File: src/inc/sram_burst_pkg.sv
// shared constants and types of the synchronous sram burst control
// assumes one 200 MHz clock and a four-lane, nine-bit-per-lane data bus
package sram_burst_pkg;

  localparam int ADDR_W  = 18;
  localparam int LANE_N  = 4;
  localparam int LANE_W  = 9;
  localparam int DATA_W  = LANE_N * LANE_W;
  localparam int BURST_W = 2;
  localparam int WR_W    = ADDR_W + DATA_W + LANE_N;
  localparam int BUF_DEPTH = 2;

  localparam logic [BURST_W-1:0] BURST_START = 2'h0;
  localparam logic [BURST_W-1:0] BURST_ONE   = 2'h1;
  localparam logic [ADDR_W-1:0]  ADDR_RESET  = 18'h00000;
  localparam logic [DATA_W-1:0]  DATA_RESET  = 36'h000000000;
  localparam logic [LANE_N-1:0]  LANES_NONE  = 4'h0;

  // low address bit position of the burst field
  localparam int BURST_LSB = 0;

  typedef enum logic [2:0] {
    ST_DESEL = 3'h1,
    ST_READ  = 3'h2,
    ST_WRITE = 3'h4
  } burst_state_type;

endpackage

File: src/core/sram_burst_addr.sv
// burst address generator: loaded address plus two-bit burst count
// assumes the caller gives load and step only on edges it really takes
module sram_burst_addr
  import sram_burst_pkg::*;
(
  input  wire logic              clk,
  input  wire logic              rst_b,
  input  wire logic              load,
  input  wire logic              step,
  input  wire logic              burstOrderSelect,
  input  wire logic [ADDR_W-1:0] loadAddr,
  output logic      [ADDR_W-1:0] nextAddr
);

  logic [ADDR_W-1:0]  base_q;
  logic [BURST_W-1:0] count_q;
  logic [BURST_W-1:0] count_d;
  logic [BURST_W-1:0] low;

  // two-bit counter wraps back to the loaded address every fourth cycle
  assign count_d = count_q + BURST_ONE;

  always_comb begin
    if (burstOrderSelect) begin
      low = base_q[BURST_LSB +: BURST_W] ^ count_d;
    end else begin
      low = base_q[BURST_LSB +: BURST_W] + count_d;
    end
  end

  assign nextAddr = {base_q[ADDR_W-1:BURST_W], low};

  always_ff @(posedge clk or negedge rst_b) begin
    if (!rst_b) begin
      base_q  <= ADDR_RESET;
      count_q <= BURST_START;
    end else if (load) begin
      base_q  <= loadAddr;
      count_q <= BURST_START;
    end else if (step) begin
      count_q <= count_d;
    end
  end

endmodule

File: src/core/sram_two_entry_buf.sv
// two-entry buffer with valid and ready on both sides
// assumes the drain side may stall for any number of cycles
module sram_two_entry_buf
  import sram_burst_pkg::*;
#(
  parameter int WIDTH = WR_W
) (
  input  wire logic             clk,
  input  wire logic             rst_b,
  input  wire logic             inValid,
  output logic                  inReady,
  input  wire logic [WIDTH-1:0] inData,
  output logic                  outValid,
  input  wire logic             outReady,
  output logic      [WIDTH-1:0] outData
);

  logic [WIDTH-1:0] mem_q [BUF_DEPTH];
  logic             wrPtr_q;
  logic             rdPtr_q;
  logic [1:0]       count_q;
  logic             push;
  logic             pop;

  assign inReady  = (count_q != 2'h2);
  assign outValid = (count_q != 2'h0);
  assign outData  = mem_q[rdPtr_q];
  assign push     = inValid & inReady;
  assign pop      = outValid & outReady;

  always_ff @(posedge clk) begin
    if (push) begin
      mem_q[wrPtr_q] <= inData;
    end
  end

  always_ff @(posedge clk or negedge rst_b) begin
    if (!rst_b) begin
      wrPtr_q <= 1'b0;
      rdPtr_q <= 1'b0;
      count_q <= 2'h0;
    end else begin
      if (push) begin
        wrPtr_q <= ~wrPtr_q;
      end
      if (pop) begin
        rdPtr_q <= ~rdPtr_q;
      end
      if (push && !pop) begin
        count_q <= count_q + 2'h1;
      end else if (pop && !push) begin
        count_q <= count_q - 2'h1;
      end
    end
  end

endmodule

File: src/core/sram_burst_ctl.sv
// command, burst and byte-write control of a pipelined synchronous sram
// assumes a host on the same clock; the array sits behind the array ports
//
// How it works
// - burst order high: next low address bits are loaded bits xor count
// - burst order low: low two address bits count upward, wrapping at four
// - two-bit burst counter returns to the start address every fourth cycle
// - every continue-burst cycle inside a read or write burst advances the address counter
// - continuation keeps the direction from the load cycle, read/write ignored
// - advance after a deselect stays deselected, bus high-impedance
// - each low lane write enable writes its own lane, any mix allowed
// - write with all lane enables high writes nothing, counter still runs
// - read with output enable high sequences normally, data pins stay off
// - data drivers switch off during writes by themselves
// - clock gate high makes the edge ignored, burst, state and pipeline registers held
// - ignored edge keeps read drive, keeps write high-z, pushes no write; already buffered writes still drain to the array
// - state machine changes only on rising clock edges
// - synchronous inputs are taken on the rising clock edge
// - data outputs high-impedance from reset until a read drives them
// - advance high steps the burst; advance low loads a new address
// - output enable gates the data drivers directly, without the clock
module sram_burst_ctl
  import sram_burst_pkg::*;
(
  input  wire logic              clk,
  input  wire logic              rst_b,
  input  wire logic [ADDR_W-1:0] address,
  input  wire logic              primarySelectN,
  input  wire logic              secondSelectN,
  input  wire logic              thirdSelectHigh,
  input  wire logic              advanceNotLoad,
  input  wire logic              readNotWrite,
  input  wire logic              laneAWriteEnableN,
  input  wire logic              laneBWriteEnableN,
  input  wire logic              laneCWriteEnableN,
  input  wire logic              laneDWriteEnableN,
  input  wire logic              clockEnableN,
  input  wire logic              outputEnableN,
  input  wire logic              sleepRequest,
  input  wire logic              burstOrderSelect,
  input  wire logic [DATA_W-1:0] dqIn,
  output logic      [DATA_W-1:0] dqOut,
  output logic      [LANE_N-1:0] dqOe,
  output logic      [ADDR_W-1:0] arrayRdAddr,
  output logic                   arrayRdEn,
  input  wire logic [DATA_W-1:0] arrayRdData,
  output logic                   arrayWrValid,
  input  wire logic              arrayWrReady,
  output logic      [ADDR_W-1:0] arrayWrAddr,
  output logic      [DATA_W-1:0] arrayWrData,
  output logic      [LANE_N-1:0] arrayWrLaneEn,
  output logic                   sleeping
);

  burst_state_type state_q;
  burst_state_type state_d;

  // sleep arrives without the clock and is resynchronised
  logic sleepMeta_q;
  logic sleepSync_q;

  // stage 1: command accepted, array read issued at the next edge
  logic              s1Valid_q;
  logic              s1Read_q;
  logic [ADDR_W-1:0] s1Addr_q;
  logic [LANE_N-1:0] s1Lanes_q;

  // stage 2: data cycle on the bus
  logic              s2Valid_q;
  logic              s2Read_q;
  logic [ADDR_W-1:0] s2Addr_q;
  logic [LANE_N-1:0] s2Lanes_q;

  logic              drive_q;
  logic [DATA_W-1:0] dqOut_q;

  logic              edgeTaken;
  logic              wrWant;
  logic              bufReady;
  logic              stall;
  logic              advance;
  logic              loadCycle;
  logic              selected;
  logic              burstStep;
  logic              cmdValid;
  logic              cmdRead;
  logic [ADDR_W-1:0] cmdAddr;
  logic [ADDR_W-1:0] burstAddr;
  logic [LANE_N-1:0] laneEn;
  logic [WR_W-1:0]   wrPacked;
  logic [WR_W-1:0]   wrOut;

  // edge is ignored while the clock gate is high or the device sleeps
  assign edgeTaken = ~clockEnableN & ~sleepSync_q;

  // a write that cannot reach the buffer freezes the pipeline
  assign wrWant  = s2Valid_q & ~s2Read_q & (|s2Lanes_q);
  assign stall   = wrWant & ~bufReady;
  assign advance = edgeTaken & ~stall;

  assign loadCycle = ~advanceNotLoad;
  assign selected  = ~primarySelectN & ~secondSelectN & thirdSelectHigh;

  // continuation steps the counter only inside a read or write burst
  assign burstStep = advance & advanceNotLoad & (state_q != ST_DESEL);

  assign laneEn = ~{laneDWriteEnableN, laneCWriteEnableN,
                    laneBWriteEnableN, laneAWriteEnableN};

  always_comb begin
    cmdValid = 1'b0;
    cmdRead  = 1'b0;
    cmdAddr  = burstAddr;
    if (loadCycle) begin
      cmdValid = selected;
      cmdRead  = readNotWrite;
      cmdAddr  = address;
    end else begin
      cmdValid = (state_q != ST_DESEL);
      cmdRead  = (state_q == ST_READ);
    end
  end

  // only a load cycle picks a new state; continuation keeps the current one
  always_comb begin
    state_d = state_q;
    case (state_q)
      ST_DESEL, ST_READ, ST_WRITE: begin
        if (loadCycle) begin
          if (!selected) begin
            state_d = ST_DESEL;
          end else if (readNotWrite) begin
            state_d = ST_READ;
          end else begin
            state_d = ST_WRITE;
          end
        end
      end
      default: begin
        state_d = ST_DESEL;
      end
    endcase
  end

  sram_burst_addr u_burst (
    .clk              (clk),
    .rst_b            (rst_b),
    .load             (advance & loadCycle & selected),
    .step             (burstStep),
    .burstOrderSelect (burstOrderSelect),
    .loadAddr         (address),
    .nextAddr         (burstAddr)
  );

  always_ff @(posedge clk or negedge rst_b) begin
    if (!rst_b) begin
      sleepMeta_q <= 1'b0;
      sleepSync_q <= 1'b0;
    end else begin
      sleepMeta_q <= sleepRequest;
      sleepSync_q <= sleepMeta_q;
    end
  end

  // state machine, held on ignored edges and forced idle in sleep
  always_ff @(posedge clk or negedge rst_b) begin
    if (!rst_b) begin
      state_q <= ST_DESEL;
    end else if (sleepSync_q) begin
      state_q <= ST_DESEL;
    end else if (advance) begin
      state_q <= state_d;
    end
  end

  // command stage
  always_ff @(posedge clk or negedge rst_b) begin
    if (!rst_b) begin
      s1Valid_q <= 1'b0;
      s1Read_q  <= 1'b0;
      s1Addr_q  <= ADDR_RESET;
      s1Lanes_q <= LANES_NONE;
    end else if (sleepSync_q) begin
      s1Valid_q <= 1'b0;
    end else if (advance) begin
      s1Valid_q <= cmdValid;
      s1Read_q  <= cmdRead;
      s1Addr_q  <= cmdAddr;
      s1Lanes_q <= cmdRead ? LANES_NONE : laneEn;
    end
  end

  // data stage
  always_ff @(posedge clk or negedge rst_b) begin
    if (!rst_b) begin
      s2Valid_q <= 1'b0;
      s2Read_q  <= 1'b0;
      s2Addr_q  <= ADDR_RESET;
      s2Lanes_q <= LANES_NONE;
    end else if (sleepSync_q) begin
      s2Valid_q <= 1'b0;
    end else if (advance) begin
      s2Valid_q <= s1Valid_q;
      s2Read_q  <= s1Read_q;
      s2Addr_q  <= s1Addr_q;
      s2Lanes_q <= s1Lanes_q;
    end
  end

  // array read is issued one edge after the command, data is on the pins after two
  assign arrayRdEn   = s1Valid_q & s1Read_q & advance;
  assign arrayRdAddr = s1Addr_q;

  // output register and driver enable; writes turn the drivers off
  always_ff @(posedge clk or negedge rst_b) begin
    if (!rst_b) begin
      drive_q <= 1'b0;
      dqOut_q <= DATA_RESET;
    end else if (sleepSync_q) begin
      drive_q <= 1'b0;
    end else if (advance) begin
      drive_q <= s2Valid_q & s2Read_q;
      if (s2Valid_q && s2Read_q) begin
        dqOut_q <= arrayRdData;
      end
    end
  end

  // clock-gated and stalled edges leave drive_q untouched, so a read keeps driving; sleep clears it
  assign dqOut = dqOut_q;
  assign dqOe  = {LANE_N{drive_q & ~outputEnableN & ~sleepSync_q}};

  // write data is taken at the data edge; an abort is never pushed
  assign wrPacked = {s2Addr_q, dqIn, s2Lanes_q};

  sram_two_entry_buf #(
    .WIDTH (WR_W)
  ) u_wrbuf (
    .clk      (clk),
    .rst_b    (rst_b),
    .inValid  (wrWant & edgeTaken),
    .inReady  (bufReady),
    .inData   (wrPacked),
    .outValid (arrayWrValid),
    .outReady (arrayWrReady),
    .outData  (wrOut)
  );

  assign arrayWrAddr   = wrOut[WR_W-1 -: ADDR_W];
  assign arrayWrData   = wrOut[LANE_N +: DATA_W];
  assign arrayWrLaneEn = wrOut[LANE_N-1:0];

  assign sleeping = sleepSync_q;

endmodule

File: config.mk
export PLATFORM = sky130hd
export DESIGN_NAME = sram_burst_ctl
export DESIGN_NICKNAME = d
export VERILOG_FILES = /design/src/inc/sram_burst_pkg.sv /design/src/core/sram_burst_addr.sv /design/src/core/sram_two_entry_buf.sv /design/src/core/sram_burst_ctl.sv
export SDC_FILE = /design/constraint.sdc
export NUM_CORES = 1
export LEC_CHECK = 0
export BUFFER_PORTS_ARGS = -buffer_cell sky130_fd_sc_hd__buf_2
export CORE_MARGIN = 3
export CORE_UTILIZATION = 40
export CTS_CLUSTER_DIAMETER = 60
export CTS_CLUSTER_SIZE = 16
export DETAILED_ROUTE_END_ITERATION = 7
export PLACE_DENSITY_LB_ADDON = 0.25
export SYNTH_ARGS = -nofsm -noshare
export SYNTH_HDL_FRONTEND = slang
export SYNTH_SLANG_ARGS = --single-unit
export TNS_END_PERCENT = 30
File: constraint.sdc
create_clock -name clk -period 3.95 [get_ports clk]
set_input_delay 0.79 -clock clk [delete_from_list [all_inputs] [get_ports clk]]
set_output_delay 0.79 -clock clk [all_outputs]
set_load 0.05 [all_outputs]
==> summary.md, run 1 <==
| Metric | Value |
|---|---|
| DR WL/cell | `16.7 um` |
| WP data arrival | `2200 ps` |
| VDD IR max | `0.262 mV` |
| Largest family of logic cells by synthesized area | `multiplexers` |
| R2R Path End | `s2Addr_q[14]$_DFFE_PN0P_` |
| Hold Startpoint | `sleepMeta_q$_DFF_PN0_` |
| Dpl ws | `1290 ps` |
| RSZ-0062 raised after global routing | `false` |
| Post-synth top area share | `0.394` |
| Die Span X | `155 um` |
| Hold Vio Cnt, Final | `0` |
| Syn nets | `627` |
| WHS Path Cells | `0` |
| Number of global-route vias before repair | `5346` |
| Overall die area | `23900 um^2` |
| Power Density | `594 nW/um^2` |
| Routed vias | `4986` |
| Worst-path clk slew | `70 ps` |
| Reg-to-reg slack, setup | `1600 ps` |
| RePlAce Congestion | `0.772` |
| Number of unique standard cell types used by synthesis | `39` |
| Synth Area in Compound Gates | `0.0259` |
| Die H | `155 um` |
| Placed wire-length estimate | `12000 um` |
| Grt total ovfl | `0` |
| Asr flop ratio synth | `0.496` |
| Seq/Total Area, Yosys | `0.716` |
| Number of enable flip-flop cells after synthesis | `116` |
| WP data required | `3160 ps` |
| Mux contribution to synthesized area | `0.193` |
| Pwr Total | `6.48 mW` |
| Critical Path, Cell by Cell | `buf_12 > mux2_2 > buf_2` |
| Largest cells by area after synthesis | `edfxtp_1, dfrtp_1, mux2_2, mux2i_1, o21ai_0` |
| Adder-cell share of the synthesized area | `0.00283` |
| Largest stage delay, worst path | `860 ps` |
| Status | `finished, final reports clean` |
| Clk_skew | `20.3 ps` |
| Setup violations, final | `0` |
| First-pass GRT wire length | `28000 um` |
| Hold/Removal Path Class | `reg -> reg` |
| # Post-CTS Setup Buffers | `0` |
| Slew of the pin with the lowest slew margin | `1150 ps` |
| CTS sink count | `230` |
| Bufs on Longest Clock Path | `3` |
| Clock root buffer | `clkbuf_16` |
| Crit. End Element | `output port` |
| Post-synth top area cell | `edfxtp_1` |
| Share of layout cells above drive strength 1 | `0.532` |
| # IOs | `225` |
| Worst skew pair latency | `490 ps` |
| Post-DRT Antenna Nets | `0` |
| Final WS setup | `961 ps` |
| Nets | `853` |
| H-Tree Depth | `1` |
| Critical path launch point type | `flip-flop` |
| Main flop type after synthesis | `edfxtp_1` |
| Starting Density | `0.414` |
| Hold_buf cts | `0` |
| R2R cell count | `4` |
| Rows | `53` |
| Num CTS Buffers | `19` |
| Leakage power | `4.82 nW` |
| PortBufs | `224` |
| Slew Viols, Final | `0` |
| Post-layout min period | `2990 ps` |
| Normalized max-slew margin | `0.234` |
| Crit Path Class | `reg -> out` |
| Drt via density | `4.83` |
| Pin count of the biggest net entering global routing | `92` |
| Mean post-synth cell area | `17.1 um^2` |
| CTS tree | `yes` |
| YS warnings | `0` |
| Synthesis-stage register bit count | `230` |
| Drt drc | `0` |
| Max Cap Violations | `0` |
| Hold path endpoint | `sleeping$_DFF_PN0_` |
| Gates resized, CTS repair | `0` |
| R2r startpoint | `u_wrbuf.count_q[0]$_DFFE_PN0P_` |
| Crit-path slowest cell | `dfrtp_2` |
| Post-Synth Simple-Gate Area | `0.0328` |
| TritonRoute pass-1 iters | `4` |
| Initial antenna violation count | `1` |
| GRT Total Usage | `0.143` |
| Max Fclk | `0.335 GHz` |
| Post-Route WL | `17300 um` |
| Area Overhead vs Synth | `23.2%` |
| Core area | `21400 um^2` |
| Setup TNS | `0 ps` |
| Mapped cell area | `8850 um^2` |
| Crit-path max FO | `32` |
| Syn Inst Count | `519` |
| Iter 0 DRT Violations | `222` |
| XOR/XNOR Fraction of Synth Area | `0.00947` |
| Fin crit share | `0.757` |
-- critical path: cells and delay by family, from the launching register on --
| family | cells | cell delay, ps |
|---|---|---|
| buf+inv | 2 | 490 |
| flops | 1 | 860 |
| mux | 1 | 360 |
-- placed cells by master, fill, tap and decap left out, types with 2 or more instances in the layout --
cell type	netlist	routed
xnor2_1	3	3
o21ai_0	23	23
mux2_2	136	136
a32o_1	2	2
nor2b_1	3	2
nand4b_1	2	2
nand2_1	25	25
clkbuf_8	0	2
clkbuf_1	6	6
bufinv_16	0	2
nand2b_1	2	2
inv_1	5	5
nor2_1	7	6
ha_1	2	2
or4b_1	2	2
o31ai_1	4	4
a21oi_1	3	3
edfxtp_1	116	116
nand3_1	6	6
clkbuf_16	0	19
buf_4	9	6
mux2i_1	18	18
nor3b_1	2	2
buf_2	9	223
clkinv_4	0	2
xor2_1	4	4
buf_12	0	3
dfrtp_1	113	112
-- how the worst max path moves through the flow --
stage	start	end	slack, ps	cells past startpoint
after floorplan	clockEnableN	u_wrbuf.mem_q[0][0]$_DFFE_PP_	530	4
final	u_wrbuf.rdPtr_q$_DFFE_PN0P_	arrayWrData[8]	960	3
after global placement	clockEnableN	arrayRdEn	1330	5
after detailed placement	clockEnableN	u_wrbuf.mem_q[0][17]$_DFFE_PP_	1290	6
after global routing	u_wrbuf.rdPtr_q$_DFFE_PN0P_	arrayWrData[7]	830	3
after CTS	u_wrbuf.rdPtr_q$_DFFE_PN0P_	arrayWrData[5]	900	3
-- cells by family (layout without fill, tap and decap cells) --
kind of cell / count (synthesis) / count (layout)
xor+xnor: 8 / 8
flops: 230 / 230
compound gates: 38 / 38
other cells: 0 / 1
buf+inv: 32 / 270
fa+ha+maj: 2 / 2
mux: 154 / 154
simple gates: 55 / 55
-- area by class of cell --
cell class	instances	area (um^2)
sequential	230	6340
fill	1833	10500
multi-input combinational	257	2360
tap	275	344
clock buffer	28	531
inverter	5	18.8
timing repair buffer	232	1220
clock inverter	5	86.3
antenna	1	2.50
-- report_power, final --
group          total (mW)  internal (mW)  switching (mW)
registers            2.93           2.72           0.202
logic                1.67          0.563            1.11
clock network        1.88           1.07           0.807
-- synth_stat cells, types with 2 or more instances --
| cell type | number |
|---|---|
| o31ai_1 | 4 |
| or4b_1 | 2 |
| nor2b_1 | 3 |
| inv_1 | 5 |
| ha_1 | 2 |
| nor3b_1 | 2 |
| buf_1 | 2 |
| buf_2 | 9 |
| mux2_2 | 136 |
| a32o_1 | 2 |
| nand2_1 | 25 |
| buf_4 | 9 |
| nand2b_1 | 2 |
| xnor2_1 | 3 |
| nand4b_1 | 2 |
| nand3_1 | 6 |
| mux2i_1 | 18 |
| o21ai_0 | 23 |
| xor2_1 | 4 |
| dfrtp_1 | 113 |
| edfxtp_1 | 116 |
| nor2_1 | 7 |
| clkbuf_1 | 6 |
| a21oi_1 | 3 |
-- state kept, by name (all words and copies together) (netlist names), 3 cells and up --
| register | cells |
|---|---|
| arrayRdAddr | 18 |
| dqOut | 36 |
| s1Lanes_q | 4 |
| s2Addr_q | 18 |
| s2Lanes_q | 4 |
| state_q | 3 |
| u_burst.base_q | 18 |
| u_wrbuf.mem_q | 116 |
-- routing by layer --
metal / track usage / part of all wire / up-vias / wire (um)
met2: 0.228 / 0.45 / 194 / 7770
li1: - / - / 2365 / -
met1: 0.192 / 0.44 / 2392 / 7660
met4: 0.0378 / 0.020 / 2 / 347
met5: 0 / 0.00075 / - / 13
met3: 0.0442 / 0.087 / 33 / 1510
-- stage by stage --
step | hold slack (ps) | utilization | cell area [um^2] | cells
after global placement | 331 | 0.481 | 10300 | 999
after detailed placement | 335 | 0.481 | 10300 | 999
after CTS | 350 | 0.510 | 10900 | 1032
after floorplan | 331 | - | 8850 | 519
after global routing | 357 | 0.510 | 10900 | 1032
final | 350 | 0.510 | 10900 | 1033
Note: power is estimated with default switching activity, not from simulation.
==> run 2, diff against run 1 <==
==> constraint.sdc (replaced) <==
create_clock -name clk -period 2.66 [get_ports clk]
set_input_delay 0.532 -clock clk [delete_from_list [all_inputs] [get_ports clk]]
set_output_delay 0.532 -clock clk [all_outputs]
set_load 0.05 [all_outputs]
==> summary.md, run 2 (same netlist as run 1, synthesis figures left out) <==
| Metric | Value |
|---|---|
| Status | `finished, final reports clean` |
| Power Density | `882 nW/um^2 (+48%)` |
| Slew of the pin with the lowest slew margin | `671 ps (-478 ps)` |
| Post-layout min period | `2520 ps` |
| Area after DPL | `10300 um^2 (+0.47%)` |
| VDD IR max | `0.592 mV (+130%)` |
| RSZ-0062 raised after global routing | `false` |
| Die Span X | `155 um (unchanged)` |
| RePlAce Congestion | `0.760 (-1.5%)` |
| Final WS setup | `139 ps (-821 ps)` |
| Bufs on Longest Clock Path | `3 (unchanged)` |
| WP data arrival | `1990 ps (-210 ps)` |
| # IOs | `225 (unchanged)` |
| Starting Density | `0.414 (unchanged)` |
| Commonest non-fill, non-tap cell in the layout | `buf_2` |
| Nets | `859 (+0.70%)` |
| Hold/Removal Path Class | `in -> reg` |
| Setup violations, final | `0 (unchanged)` |
| H-Tree Depth | `1 (unchanged)` |
| Most flops, register | `u_wrbuf.mem_q` |
| Pwr Total | `9.69 mW (+50%)` |
| Critical Path, Cell by Cell | `nand4bb_1 > o21ai_4 > nor2_1 > buf_2` |
| Most frequent cells in the layout | `buf_2, mux2_2, edfxtp_1` |
| Gates resized, CTS repair | `0 (unchanged)` |
| Initial antenna violation count | `0 (-1)` |
| Post-DRT Antenna Nets | `0 (unchanged)` |
| Normalized max-slew margin | `0.548 (+0.314)` |
| Grt total ovfl | `0 (unchanged)` |
| Largest stage delay, worst path | `430 ps (-430 ps)` |
| CP bufs+invs | `1 (-1)` |
| Leakage power | `4.86 nW (+0.70%)` |
| Placed wire-length estimate | `12100 um (+1.3%)` |
| GRT Total Usage | `0.143 (-0.000370)` |
| Crit-path max FO | `14 (-56%)` |
| Max FFs per register | `116 (unchanged)` |
| Most Crowded Layer GR | `met2` |
| Drt via density | `4.82 (-0.18%)` |
| Max Fclk | `0.397 GHz` |
| Clock root buffer | `clkbuf_16` |
| Area Overhead vs Synth | `24.1%` |
| Design area | `11000 um^2 (+0.77%)` |
| TritonRoute pass-1 iters | `4 (unchanged)` |
| Num CTS Buffers | `20 (+1)` |
| Met2 usage | `0.219 (-0.00936)` |
| Drt drc | `0 (unchanged)` |
| DR WL/cell | `16.7 um (-0.45%)` |
| Clk_skew | `16.1 ps (-4.29 ps)` |
| CTS sink count | `230 (unchanged)` |
| Worst-path clk slew | `60 ps (about the same)` |
| Hold Vio Cnt, Final | `0 (unchanged)` |
| Pin count of the biggest net entering global routing | `66 (-28%)` |
| Die H | `155 um (unchanged)` |
| Crit Path Class | `reg -> out` |
| Share of layout cells above drive strength 1 | `0.533 (+0.000969)` |
| Placed cell count | `1002 (+0.30%)` |
| Slew Viols, Final | `0 (unchanged)` |
| Worst skew pair latency | `500 ps (about the same)` |
| Fin crit share | `0.948` |
| Setup TNS | `0 ps (unchanged)` |
| First-pass GRT wire length | `27900 um (-0.20%)` |
| Iter 0 DRT Violations | `209 (-5.9%)` |
| Critical path launch point type | `flip-flop` |
| Cell family with most CP delay | `flip-flops` |
| Overall die area | `23900 um^2 (unchanged)` |
| Worst hold slack | `146 ps (-204 ps)` |
| CTS tree | `yes` |
| Non-Filler Instances | `1040 (+0.68%)` |
| Post-Route WL | `17300 um (+0.23%)` |
| Final core occ | `0.514 (+0.00393)` |
| Number of global-route vias before repair | `5347 (+0.019%)` |
| Rows | `53 (unchanged)` |
| Dpl ws | `451 ps (-839 ps)` |
| WP data required | `2130 ps (-1030 ps)` |
| Ant. Diodes | `0 (-1)` |
| Met1 usage | `0.200 (+0.00752)` |
| Crit-path slowest cell | `dfrtp_1` |
| Met3 usage | `0.0434 (-0.000839)` |
| Max Cap Violations | `0 (unchanged)` |
| Crit. End Element | `output port` |
| Core area | `21400 um^2 (unchanged)` |
| PortBufs | `224 (unchanged)` |
| Routed vias | `5011 (+0.50%)` |
run 2: cell type report:
class	count	area [um^2]
Timing Repair Buffer	237	1290
Multi-Input combinational cell	257	2360
Clock buffer	29	556
Fill cell	1820	10400
Sequential cell	230	6340
Inverter	5	18.8
Tap cell	275	344
Clock inverter	7	81.3
run 2: power by group:
group / internal [mW] / switching, mW
Sequential: 4.05 / 0.212
Clock: 1.58 / 1.26
Combinational: 0.848 / 1.74
run 2: worst paths after layout:
| path | start | end | slack (ps) | cells after the start |
|---|---|---|---|---|
| max | u_wrbuf.count_q[0]$_DFFE_PN0P_ | arrayRdEn | 140 | 4 |
| min | sleepRequest | sleepMeta_q$_DFF_PN0_ | 150 | 1 |
| max reg2reg | u_wrbuf.count_q[0]$_DFFE_PN0P_ | s2Addr_q[12]$_DFFE_PN0P_ | 610 | 4 |
| min reg2reg | sleepMeta_q$_DFF_PN0_ | sleeping$_DFF_PN0_ | 350 | 0 |
| max in group asynchronous | rst_b | s2Addr_q[13]$_DFFE_PN0P_ | 1470 | 3 |
| min in group asynchronous | rst_b | u_burst.base_q[8]$_DFFE_PN0P_ | 470 | 2 |
run 2: what timing repair did:
action | 4_1_cts | 5_1_grt
endpoints found under the setup margin | 0 | 1
hold buffers | 1 | 0
endpoints found under the hold margin | 22 | 0
setup buffers | 0 | 1
run 2: per-layer routing:
layer / wire [um] / part of all wire
met1: 7730 / 0.45
met2: 7680 / 0.44
met3: 1490 / 0.086
met4: 449 / 0.026
met5: 0 / 0
==> run 3, diff against run 2 <==
--- a/config.mk
+++ b/config.mk
@@ -6,11 +6,14 @@
 export NUM_CORES = 1
 export LEC_CHECK = 0
 export BUFFER_PORTS_ARGS = -buffer_cell sky130_fd_sc_hd__buf_2
+export CELL_PAD_IN_SITES_DETAIL_PLACEMENT = 1
+export CELL_PAD_IN_SITES_GLOBAL_PLACEMENT = 1
 export CORE_MARGIN = 3
-export CORE_UTILIZATION = 40
+export CORE_UTILIZATION = 39
 export CTS_CLUSTER_DIAMETER = 60
 export CTS_CLUSTER_SIZE = 16
 export DETAILED_ROUTE_END_ITERATION = 7
+export GPL_TIMING_DRIVEN = 1
 export PLACE_DENSITY_LB_ADDON = 0.25
 export SYNTH_ARGS = -nofsm -noshare
 export SYNTH_HDL_FRONTEND = slang
==> summary.md, run 3 (same netlist as run 1, synthesis figures left out) <==
| Metric | Value |
|---|---|
| Status | `finished, final reports clean` |
| Area after DPL | `10300 um^2 (about the same)` |
| Power Density | `891 nW/um^2 (+1.1%)` |
| TritonRoute pass-1 iters | `4 (unchanged)` |
| CTS tree | `yes` |
| Fin crit share | `0.946 (-0.00216)` |
| Drt drc | `0 (unchanged)` |
| Nets | `857 (-0.23%)` |
| Met3 usage | `0.0418 (-0.00161)` |
| Worst hold slack | `158 ps (+12.4 ps)` |
| DR WL/cell | `18.1 um (+8.7%)` |
| Crit-path max FO | `14 (unchanged)` |
| Number of global-route vias before repair | `5439 (+1.7%)` |
| H-Tree Depth | `1 (unchanged)` |
| Iter 0 DRT Violations | `193 (-7.7%)` |
| RePlAce Congestion | `0.716 (-5.8%)` |
| WP data arrival | `1980 ps (about the same)` |
| Slew of the pin with the lowest slew margin | `686 ps (+14.1 ps)` |
| Routed vias | `5048 (+0.74%)` |
| Commonest non-fill, non-tap cell in the layout | `buf_2` |
| VDD IR max | `0.438 mV (-26%)` |
| Worst setup path start | `u_wrbuf.count_q[0]$_DFFE_PN0P_` |
| Max FFs per register | `116 (unchanged)` |
| Crit. End Element | `output port` |
| Sw Pwr | `3.25 mW (+1.1%)` |
| Switching part of the total | `0.331 (-0.000370)` |
| Setup TNS | `0 ps (unchanged)` |
| Starting Density | `0.402 (-0.0127)` |
| Worst skew pair latency | `490 ps (about the same)` |
| Hold Startpoint | `sleepRequest` |
| Hold/Removal Path Class | `in -> reg` |
| Design area | `11000 um^2 (+0.19%)` |
| Grt total ovfl | `0 (unchanged)` |
| Die Span X | `157 um (+1.2%)` |
| Normalized max-slew margin | `0.538 (-0.00951)` |
| Slew Viols, Final | `0 (unchanged)` |
| Most frequent cells in the layout | `buf_2, mux2_2, edfxtp_1` |
| Seq pwr share | `0.435 (-0.005)` |
| Clock root buffer | `clkbuf_16` |
| Hold Vio Cnt, Final | `0 (unchanged)` |
| Clock share of power | `0.299 (+0.006)` |
| Placed wire-length estimate | `13200 um (+8.8%)` |
| Most Crowded Layer GR | `met2` |
| Leakage power | `4.88 nW (+0.41%)` |
| # IOs | `225 (unchanged)` |
| Post-Route WL | `18900 um (+9.0%)` |
| CTS sink count | `230 (unchanged)` |
| Comb pwr share | `0.266 (about the same)` |
| Share of layout cells above drive strength 1 | `0.539 (+0.00533)` |
| First-pass GRT wire length | `29600 um (+6.0%)` |
| Post-layout min period | `2520 ps (-5.75 ps)` |
| RSZ-0062 raised after global routing | `false` |
| Max Cap Violations | `0 (unchanged)` |
| Max Fclk | `0.398 GHz (+0.23%)` |
| Met2 usage | `0.242 (+0.0237)` |
| Met1 usage | `0.208 (+0.00791)` |
| Post-DRT Antenna Nets | `0 (unchanged)` |
| Crit Path Class | `reg -> out` |
| Drt via density | `4.84 (+0.45%)` |
| Critical path launch point type | `flip-flop` |
| PortBufs | `224 (unchanged)` |
| Num CTS Buffers | `20 (unchanged)` |
| Gates resized, CTS repair | `0 (unchanged)` |
| Most flops, register | `u_wrbuf.mem_q` |
| Setup violations, final | `0 (unchanged)` |
| Overall die area | `24500 um^2 (+2.5%)` |
| Worst-path clk slew | `70 ps (about the same)` |
| Area Overhead vs Synth | `24.4%` |
| Die H | `157 um (+1.2%)` |
| GRT Total Usage | `0.151 (+0.00826)` |
| Rows | `54 (+1.9%)` |
| Pin count of the biggest net entering global routing | `72 (+9.1%)` |
| Ant. Diodes | `0 (unchanged)` |
| Bufs on Longest Clock Path | `3 (unchanged)` |
| Clk_skew | `16.6 ps (+0.501 ps)` |
| WP data required | `2130 ps (about the same)` |
| Core area | `22000 um^2 (+3.2%)` |
| Initial antenna violation count | `1 (+1)` |
| P_int | `6.56 mW (+1.3%)` |
| R2r startpoint | `s2Lanes_q[1]$_DFFE_PN0P_` |
==> run 3: cell types whose count changed in the layout (fill, tap and decap cells not counted) <==
cell / previous run / this run
buf_4: 8 / 6
clkbuf_1: 8 / 4
clkbuf_8: 0 / 4
clkinv_1: 1 / 0
clkinv_2: 1 / 3
clkinv_4: 0 / 1
clkinvlp_4: 2 / 0
inv_12: 1 / 0
inv_6: 0 / 2
inv_8: 1 / 0
==> run 3: layout make-up <==
cell class / instances / area, um^2
tap: 280 / 350
multi-input combinational: 257 / 2360
fill: 2196 / 11000
clock buffer: 29 / 596
inverter: 5 / 18.8
clock inverter: 7 / 71.3
sequential: 230 / 6340
timing repair buffer: 235 / 1270
==> run 3: repair_timing <==
item	in CTS	in global routing
buffers inserted	0	0
endpoints found under the hold margin	22	0
hold buffers	1	0
==> run 3: path summary, 6_finish.rpt <==
check / endpoint / slack, ps / depth (start not counted)
worst max-delay path: arrayRdEn / 140 / 4
max in group asynchronous: sleeping$_DFF_PN0_ / 1450 / 3
min in group asynchronous: dqOut[20]$_DFFE_PN0P_ / 480 / 2
worst min register to register: sleeping$_DFF_PN0_ / 370 / 0
worst max register to register: u_burst.count_q[1]$_DFFE_PN0P_ / 630 / 5
worst min-delay path: sleepMeta_q$_DFF_PN0_ / 160 / 1
==> run 3: critical path, stage by stage (launching register included) <==
cell and delay, ps:
dfrtp_1 430, nand4bb_1 310, o21ai_4 440, nor2_1 90, buf_2 220
==> run 3: stage by stage <==
stage	power, mW	std cells	setup WS, ps	utilization
6_report	9.81	1043	145	0.500
5_1_grt	10.3	1043	19.1	0.500
4_1_cts	9.98	1043	104	0.500
3_5_place_dp	6.98	1006	436	0.469
3_3_place_gp	6.91	1006	483	0.469
2_1_floorplan	6.28	519	-161	-
==> run 3: power groups by stage <==
stage | Combinational, mW | Sequential, mW | Clock, mW
4_1_cts | 2.65 | 4.27 | 3.06
2_1_floorplan | 1.74 | 4.53 | 0
5_1_grt | 2.76 | 4.31 | 3.20
3_3_place_gp | 2.60 | 4.32 | 0
6_report | 2.61 | 4.27 | 2.94
3_5_place_dp | 2.64 | 4.34 | 0
==> run 3: routing by layer <==
layer	share of wire	up-vias	wire, um
met2	0.46	187	8660
met5	0.00069	-	13
met1	0.45	2467	8520
li1	-	2369	-
met4	0.014	2	273
met3	0.076	23	1440
